===== config.mk =====
export PLATFORM = sky130hd
export DESIGN_NAME = rtid_reg_transfer
export DESIGN_NICKNAME = d
export VERILOG_FILES = /design/src/rtid_pkg.sv /design/src/rtid_opcode_decoder.sv /design/src/rtid_reg_transfer.sv
export SDC_FILE = /design/constraint.sdc
export NUM_CORES = 1
export LEC_CHECK = 0
export ABC_AREA = 1
export ABC_CLOCK_PERIOD_IN_PS = 1550
export BUFFER_PORTS_ARGS = -buffer_cell sky130_fd_sc_hd__buf_2
export CAP_MARGIN = 15
export CORE_ASPECT_RATIO = 0.75
export CORE_MARGIN = 3
export CORE_UTILIZATION = 52
export DETAILED_ROUTE_END_ITERATION = 8
export HOLD_SLACK_MARGIN = 0.03
export PLACE_DENSITY = 0.86
export SLEW_MARGIN = 20
export SYNTH_ARGS = -nofsm -noshare
export SYNTH_HDL_FRONTEND = slang
export SYNTH_SLANG_ARGS = --single-unit

===== constraint.sdc =====
create_clock -name clk_i -period 1.55 [get_ports clk_i]
set_clock_uncertainty 0.15 [all_clocks]
set_input_delay 0.31 -clock clk_i [delete_from_list [all_inputs] [get_ports clk_i]]
set_output_delay 0.31 -clock clk_i [all_outputs]
set_load 0.1 [all_outputs]

===== src/rtid_pkg.sv =====
package rtid_pkg;
  // ==========================================
  // Opcodes
  localparam logic [9:0] OP_LOAD_TIMER3_RELOAD = 10'h23b;
  localparam logic [9:0] OP_LOAD_SERIAL_SHIFT = 10'h238;
  localparam logic [9:0] OP_LOAD_INT_CTRL_ONE = 10'h03f;
  localparam logic [9:0] OP_LOAD_INT_CTRL_TWO = 10'h03e;

  // ==========================================
  // Widths, fields and reset values
  localparam int NIB_W = 4;
  localparam int BYTE_W = 8;
  localparam int OP_W = 10;
  localparam int HI_LSB = 4;
  localparam int INSN_WORDS = 1;
  localparam int INSN_CYCLES = 1;
  localparam logic [7:0] RELOAD_RST = 8'h00;
  localparam logic [7:0] SHIFT_RST = 8'h00;
  localparam logic [3:0] INT_CTRL_RST = 4'h0;

  // ==========================================
  // Decoded operation
  typedef enum logic [2:0] {
    RTID_OP_NONE,
    RTID_OP_TIMER3,
    RTID_OP_SERIAL,
    RTID_OP_INT1,
    RTID_OP_INT2
  } rtid_op_e;
endpackage


===== src/rtid_opcode_decoder.sv =====
`timescale 1ns/1ps
module rtid_opcode_decoder (
  // Opcode
  input wire logic [9:0] opcode_i,
  input wire logic valid_i,
  // Result
  output rtid_pkg::rtid_op_e op_o
);
  always_comb begin
    op_o = rtid_pkg::RTID_OP_NONE;
    if (valid_i) begin
      unique case (opcode_i)
        rtid_pkg::OP_LOAD_TIMER3_RELOAD: op_o = rtid_pkg::RTID_OP_TIMER3; // [RULE1]
        rtid_pkg::OP_LOAD_SERIAL_SHIFT: op_o = rtid_pkg::RTID_OP_SERIAL; // [RULE2]
        rtid_pkg::OP_LOAD_INT_CTRL_ONE: op_o = rtid_pkg::RTID_OP_INT1; // [RULE3]
        rtid_pkg::OP_LOAD_INT_CTRL_TWO: op_o = rtid_pkg::RTID_OP_INT2; // [RULE4]
        default: op_o = rtid_pkg::RTID_OP_NONE;
      endcase
    end
  end
endmodule


===== src/rtid_reg_transfer.sv =====
// ==========================================
// Functional notes
// [RULE1] Opcode 0x23b loads the timer-three reload register: one word, one cycle, carry kept, no skip.
// [RULE2] Opcode 0x238 loads the serial shift register: one word, one cycle, carry kept, no skip.
// [RULE3] Opcode 0x03f copies the accumulator into interrupt-control register one in one cycle.
// [RULE4] Opcode 0x03e loads interrupt-control register two: one word, one cycle, carry kept, no skip.
// [RULE5] The reload load puts B in bits 7..4 and the accumulator in bits 3..0 together.
// [RULE6] The shift load puts B in bits 7..4 and the accumulator in bits 3..0 together.
// [RULE7] The control-two load replaces all four bits with the accumulator.
// [RULE8] Only the named destination changes; accumulator, B and carry are left alone.
`timescale 1ns/1ps
module rtid_reg_transfer (
  // Clock and reset
  input wire logic clk_i,
  input wire logic arst_n_i,
  // Fetch path
  input wire logic [9:0] opcode_i,
  input wire logic opcode_valid_i,
  // CPU registers
  input wire logic [3:0] acc_i,
  input wire logic [3:0] reg_b_i,
  // Peripheral registers
  output logic [7:0] timer_three_reload_o,
  output logic [7:0] serial_shift_o,
  output logic [3:0] int_ctrl_one_o,
  output logic [3:0] int_ctrl_two_o,
  // Execution status
  output logic done_o,
  output logic load_timer3_reload_op_o,
  output logic load_serial_shift_op_o,
  output logic load_int_ctrl_one_op_o,
  output logic load_int_ctrl_two_op_o,
  output logic skip_o,
  output logic carry_write_o
);
  // ==========================================
  // Internal state
  // Decode
  rtid_pkg::rtid_op_e op;
  logic [3:0] hit_d;
  logic reload_we;
  logic shift_we;
  logic ic1_we;
  logic ic2_we;

  // Destinations
  logic [7:0] reload_d;
  logic [7:0] reload_q;
  logic [7:0] shift_d;
  logic [7:0] shift_q;
  logic [3:0] ic1_d;
  logic [3:0] ic1_q;
  logic [3:0] ic2_d;
  logic [3:0] ic2_q;

  // Status
  logic [3:0] hit_q;
  logic done_d;
  logic done_q;
  logic skip_q;
  logic carry_write_q;

  // ==========================================
  // Opcode decode
  // Valid low or any other code decodes to no operation
  rtid_opcode_decoder u_dec (
    .opcode_i(opcode_i),
    .valid_i(opcode_valid_i),
    .op_o(op)
  );

  // ==========================================
  // Execute strobes
  // Bit order: timer three, serial, control one, control two
  for (genvar i = 0; i < 4; i++) begin : g_hit
    assign hit_d[i] = (op == rtid_pkg::rtid_op_e'(3'(i + 1))); // [RULE1] [RULE2] [RULE3] [RULE4]
  end

  // At most one strobe is high, since the decoder picks one operation
  assign done_d = |hit_d;

  // ==========================================
  // Destination write enables
  // One destination per instruction; every other register keeps its value
  assign reload_we = hit_d[0]; // [RULE8]
  assign shift_we = hit_d[1]; // [RULE8]
  assign ic1_we = hit_d[2]; // [RULE8]
  assign ic2_we = hit_d[3]; // [RULE8]

  // ==========================================
  // Timer-three reload register
  // Both nibbles land on one edge, so the timer never reloads half a value
  always_comb begin
    reload_d = reload_q;
    if (reload_we) begin
      reload_d[rtid_pkg::HI_LSB +: rtid_pkg::NIB_W] = reg_b_i; // [RULE5]
      reload_d[0 +: rtid_pkg::NIB_W] = acc_i; // [RULE5]
    end
  end

  always_ff @(posedge clk_i or negedge arst_n_i) begin
    if (!arst_n_i) begin
      reload_q <= rtid_pkg::RELOAD_RST;
    end else begin
      reload_q <= reload_d; // [RULE1]
    end
  end

  // ==========================================
  // Serial shift register
  // Same B:A packing as the reload register
  always_comb begin
    shift_d = shift_q;
    if (shift_we) begin
      shift_d[rtid_pkg::HI_LSB +: rtid_pkg::NIB_W] = reg_b_i; // [RULE6]
      shift_d[0 +: rtid_pkg::NIB_W] = acc_i; // [RULE6]
    end
  end

  always_ff @(posedge clk_i or negedge arst_n_i) begin
    if (!arst_n_i) begin
      shift_q <= rtid_pkg::SHIFT_RST;
    end else begin
      shift_q <= shift_d; // [RULE2]
    end
  end

  // ==========================================
  // Interrupt-control register one
  // Full four-bit copy, as for control register two
  always_comb begin
    ic1_d = ic1_q;
    if (ic1_we) begin
      ic1_d = acc_i; // [RULE3]
    end
  end

  always_ff @(posedge clk_i or negedge arst_n_i) begin
    if (!arst_n_i) begin
      ic1_q <= rtid_pkg::INT_CTRL_RST;
    end else begin
      ic1_q <= ic1_d; // [RULE3]
    end
  end

  // ==========================================
  // Interrupt-control register two
  always_comb begin
    ic2_d = ic2_q;
    if (ic2_we) begin
      ic2_d = acc_i; // [RULE7]
    end
  end

  always_ff @(posedge clk_i or negedge arst_n_i) begin
    if (!arst_n_i) begin
      ic2_q <= rtid_pkg::INT_CTRL_RST;
    end else begin
      ic2_q <= ic2_d; // [RULE4]
    end
  end

  // ==========================================
  // Completion pulse
  // Reset clears the pulse, so no false completion follows reset
  always_ff @(posedge clk_i or negedge arst_n_i) begin
    if (!arst_n_i) begin
      done_q <= 1'b0;
    end else begin
      done_q <= done_d; // [RULE1] [RULE2] [RULE3] [RULE4]
    end
  end

  // ==========================================
  // Per-instruction pulses
  // Same bit order as the execute strobes
  always_ff @(posedge clk_i or negedge arst_n_i) begin
    if (!arst_n_i) begin
      hit_q <= 4'h0;
    end else begin
      hit_q <= hit_d; // [RULE1] [RULE2] [RULE3] [RULE4]
    end
  end

  // ==========================================
  // Skip request
  // Held in a flop so all status pins share one clock-to-out path
  always_ff @(posedge clk_i or negedge arst_n_i) begin
    if (!arst_n_i) begin
      skip_q <= 1'b0;
    end else begin
      skip_q <= 1'b0; // [RULE1] [RULE2] [RULE3] [RULE4]
    end
  end

  // ==========================================
  // Carry write request
  // Carry, A and B belong to the CPU; this block only ever reads them
  always_ff @(posedge clk_i or negedge arst_n_i) begin
    if (!arst_n_i) begin
      carry_write_q <= 1'b0;
    end else begin
      carry_write_q <= 1'b0; // [RULE8]
    end
  end

  // ==========================================
  // Outputs
  // Peripheral registers
  assign timer_three_reload_o = reload_q;
  assign serial_shift_o = shift_q;
  assign int_ctrl_one_o = ic1_q;
  assign int_ctrl_two_o = ic2_q;

  // Status
  assign done_o = done_q;
  assign load_timer3_reload_op_o = hit_q[0];
  assign load_serial_shift_op_o = hit_q[1];
  assign load_int_ctrl_one_op_o = hit_q[2];
  assign load_int_ctrl_two_op_o = hit_q[3];
  assign skip_o = skip_q;
  assign carry_write_o = carry_write_q;
endmodule


**After elaboration in Yosys (flattened, before gate mapping)**

Cells that the tools add are included.

- Bits in registers: 29
- Latch bits: 0
- Bits in writable memories: 0
- Bits in read-only memories: 0
- Input bits: 21
- Logic and storage cells: 17
- Memories kept: 0

- Add/sub/neg operators: 0
- Multiply operators: 0
- Div/mod/pow operators: 0
- Order comparisons: 0
- Eq/ne operators: 8
- Shift-type cells: 0
- Mux-type cells: 2
- Bitwise operators: 0
- Reductions and logical operators: 1

Operators by type and width:

| operator | count |
|---|---|
| equality test 10 bit (second input constant) | 2 |
| equality test 10 x 6 -> 1 bit (second input constant) | 2 |
| case mux 3 bit (4 select lines) | 1 |
| equality test 3 x 2 -> 1 bit (second input constant) | 2 |
| OR reduction 4 bit | 1 |
| equality test 3 x 1 -> 1 bit (second input constant) | 1 |
| equality test 3 bit (second input constant) | 1 |
| two-way mux 3 bit | 1 |

**Longest topological paths before layout**

- Depth in word-level cells: 5
- Depth in mapped cells: 9
- Depth with buffers taken out: 8

**Hierarchy**

From an unflattened synthesis, not the netlist that was laid out.

- Cell total of the unflattened synthesis: 154
- Area, all modules: 1303.8 um^2

By module, submodules not included:

| module | instances | cells each | area each (um^2) | seq. area each (um^2) |
|---|---|---|---|---|
| rtid_reg_transfer | 1 | 125 | 1184.9 | 725.7 |
| rtid_opcode_decoder | 1 | 29 | 118.9 | 0.0 |

**Worst setup path before layout**

Ideal clock, no wire load.

- Path type: reg2out
- Start point: register ic1_q[0], in the netlist int_ctrl_one_o[0]
- End point: output port int_ctrl_one_o[0]
- Data arrival time: 0.898 ns
- Setup slack: 0.192 ns
- Stages on the path, launching flop included: 1
- Path buffers: 0
- Cells stage by stage: dfrtp_1

RTL lines:

| what | line | text |
|---|---|---|
| start, declared | rtid_reg_transfer.sv:52 | `logic [3:0] ic1_q;` |
| start signal, assigned | rtid_reg_transfer.sv:140 | `ic1_q <= rtid_pkg::INT_CTRL_RST;` |
| start signal, assigned | rtid_reg_transfer.sv:142 | `ic1_q <= ic1_d;` |
| end, declared | rtid_reg_transfer.sv:25 | `output logic [3:0] int_ctrl_one_o,` |

No word-level cell between the ends.

**Final worst setup path**

- Start point: register ic1_q[0], in the netlist int_ctrl_one_o[0]
- End point: output port int_ctrl_one_o[0]

No word-level cell between the ends.

==> flow_metrics.env <==
export IMPL_status="finished, final reports clean"
export IMPL_r2r_start="serial_shift_o[2]"
export IMPL_vdd_drop_max_mv=0.7105
export IMPL_clkSlewWorstSetupHoldPaths_ps=100
export IMPL_critPathLaunchType="register"
export IMPL_synth_top_area_share_pct=52.63
export IMPL_crit_buf_inv=1
export IMPL_tns_ps=0
export IMPL_synthSimpleGateAreaFrac_pct=39.29
export IMPL_ys_seq_area_share_pct=52.63
export IMPL_vias=1356
export IMPL_cts_buffer_depth=2
export IMPL_clk_latency_ps=330
export IMPL_static_leakage_power_nw=1.075
export IMPL_wirelength_mm=3.449
export IMPL_layout_min_cycle_time_ps=1480
export IMPL_first_iter_violations=117
export IMPL_whs_ps=90.42
export IMPL_vias_per_cell=5.236
export IMPL_crit_type="reg -> out"
export IMPL_gr_total_overflow=0
export IMPL_grt_use_total_pct=23.49
export IMPL_cap_violations=0
export IMPL_die_area_um2=3312
export IMPL_hold_class="in -> reg"
export IMPL_design_area_um2=1923
export IMPL_place_congestion=0.8853
export IMPL_ant_nets=0
export IMPL_detail_route_wl_per_cell_um=13.32
export IMPL_die_w_um=65.46
export IMPL_syn2layout_area_growth_pct=39.47
export IMPL_setup_violations=0
export IMPL_numCtsBuffers=5
export IMPL_root_buffer="clkbuf_4"
export IMPL_startpoint="int_ctrl_one_o[0]"
export IMPL_reg2reg_depth=2
export IMPL_synthTopCellsByCount="nand2_1, dfrtp_1, nand3_1"
export IMPL_muxShareOfSynthArea_pct=0
export IMPL_synth_warnings=0
export IMPL_critPathRequiredTime_ps=1090
export IMPL_cts_tree="built"
export IMPL_synth_top_flop_cell="dfrtp_1"
export IMPL_grt_pass1_wl_mm=5.892
export IMPL_synthTopCellsByArea="dfrtp_1, nand2_1, nand3_1"
export IMPL_synth_top_family_by_area="simple AND/OR/NAND/NOR gates"
export IMPL_hold_viol_final=0
export IMPL_synth_cell_types=20
export IMPL_synth_cells=168
export IMPL_htree_levels=2
export IMPL_drc=0
export IMPL_rows=15
export IMPL_first_pass_iters=5
export IMPL_cp_max_fo=2
export IMPL_synth_seq_cells=29
export IMPL_synthXorXnorAreaFrac_pct=0
export IMPL_grt_antenna_before_repair=0
export IMPL_end_kind="output pin"
export IMPL_drive_above_1_share_pct=31.56
export IMPL_critPathArrivalTime_ps=1020
export IMPL_synth_compound_area_share_pct=0.7260
export IMPL_slowest_delay_ps=390
export IMPL_synth_edf_count=0
export IMPL_num_fill_cells=169
export IMPL_reg2reg_to="serial_shift_o[2]"
export IMPL_cpMaxStageDelayCell="dfrtp_1"
export IMPL_worstSetupPathDepth=1
export IMPL_core_region_area_um2=2402
export IMPL_finalCritPeriodShare_pct=95.51
export IMPL_grt_max_degree=30
export IMPL_async_flop_share_pct=100.0
export IMPL_tightest_slew_ps=609.9
export IMPL_yosysTopAreaCell="dfrtp_1"
export IMPL_place_area_um2=1817
export IMPL_grt_pass1_vias=1308
export IMPL_synth_adder_area_share_pct=0
export IMPL_drv_slew=0
export IMPL_critPathCapture="int_ctrl_one_o[0]"
export IMPL_post_cts_buffers=0
export IMPL_numPortBuffers=49
export IMPL_ioPinCount=52
export IMPL_nNetsFinal=245
export IMPL_hpwl_mm=2.557
export IMPL_worst_r2r_setup_slack_ps=720
export IMPL_slew_headroom_pct=59.34
export IMPL_die_y_um=50.60
export IMPL_synth_most_common_cell="nand2_1"
export IMPL_start_util_pct=57.40
export IMPL_clkSinkCount=29
export IMPL_antenna_cells=0
export IMPL_avgSynthCellArea_um2=8.207
export IMPL_path_delay_family="flip-flops"
export IMPL_timing_fmax_mhz=675.5
export IMPL_power_density_nw_per_um2=775.0
export IMPL_rsz0062_at_grt="no"
export IMPL_syn_cell_area_um2=1379
export IMPL_worstPathCellList="buf_4"
## sequential cells by signal (all words and copies together) (netlist names)
signal                cells
hit_q                     4
int_ctrl_one_o            4
timer_three_reload_o      8
int_ctrl_two_o            4
serial_shift_o            8
done_o                    1
## cell type report
cell class              instances  area (um^2)  area share, %
flip-flops and latches         29        725.7          37.74
inverters                      15        56.30          2.928
well taps                      34        42.54          2.212
multi-input cells             120        559.3          29.08
repair buffers                 53        488.0          25.37
clock buffers                   6        41.29          2.147
clock inverters                 2        10.01         0.5205
## logic make-up after synthesis
group           count (synthesis)
simple gates                  116
flops                          29
buf+inv                        20
compound gates                  2
other cells                     1
## timing repair
action	4_1_cts	5_1_grt
hold buffers	1	0
endpoints found under the hold margin	29	0
endpoints found under the setup margin	12	6
gates resized for setup	12	6
## per-stage QoR
step / power [mW] / util, % / instances / setup slack (ps)
6_report: 1.490 / 80.05 / 259 / 69.64
5_1_grt: 1.550 / 80.05 / 259 / 20.85
4_1_cts: 1.483 / 79.43 / 259 / 3.866
3_5_place_dp: 1.063 / 75.63 / 250 / -41.17
3_3_place_gp: 1.059 / 75.63 / 250 / 13.05
2_1_floorplan: 0.9580 / - / 169 / 192.3
## cell usage in the layout, fill, tap and decap left out
cell type	instances
o21ai_1	1
inv_2	2
buf_12	11
nor2_2	2
dfrtp_1	29
nand2_2	1
nand4_1	10
a21oi_1	1
clkbuf_4	11
dlygate4sd3_1	1
nand2_4	1
or2_1	1
buf_2	20
conb_1	2
nand3_1	17
clkbuf_1	1
clkinv_2	2
nor3_1	1
nor2_4	3
nor2_1	12
buf_4	15
nand3_2	3
nand2_1	65
inv_1	13
## power by group
group	internal, mW	switching, mW
clock	0.172	0.264
combinational	0.0725	0.198
sequential	0.770	0.0131
total	1.01	0.476
## routing by layer
layer  routed length, um  GRT usage [%]
met5                   0              0
met2                1753          39.83
met1                1385          30.12
met3                 276          5.145
met4                  34          6.897
## worst min-delay path by stage
stage	endpoint	cells after the start	slack, ps	from
detailed placement	done_o	1	200	arst_n_i
global placement	int_ctrl_two_o[0]	1	200	arst_n_i
floorplan	done_o	0	-140	arst_n_i
finish	timer_three_reload_o[4]	3	90	reg_b_i[0]
global route	timer_three_reload_o[7]	3	100	reg_b_i[3]
CTS	timer_three_reload_o[4]	3	90	reg_b_i[0]
No activity file was read; power rests on OpenSTA's default activity.
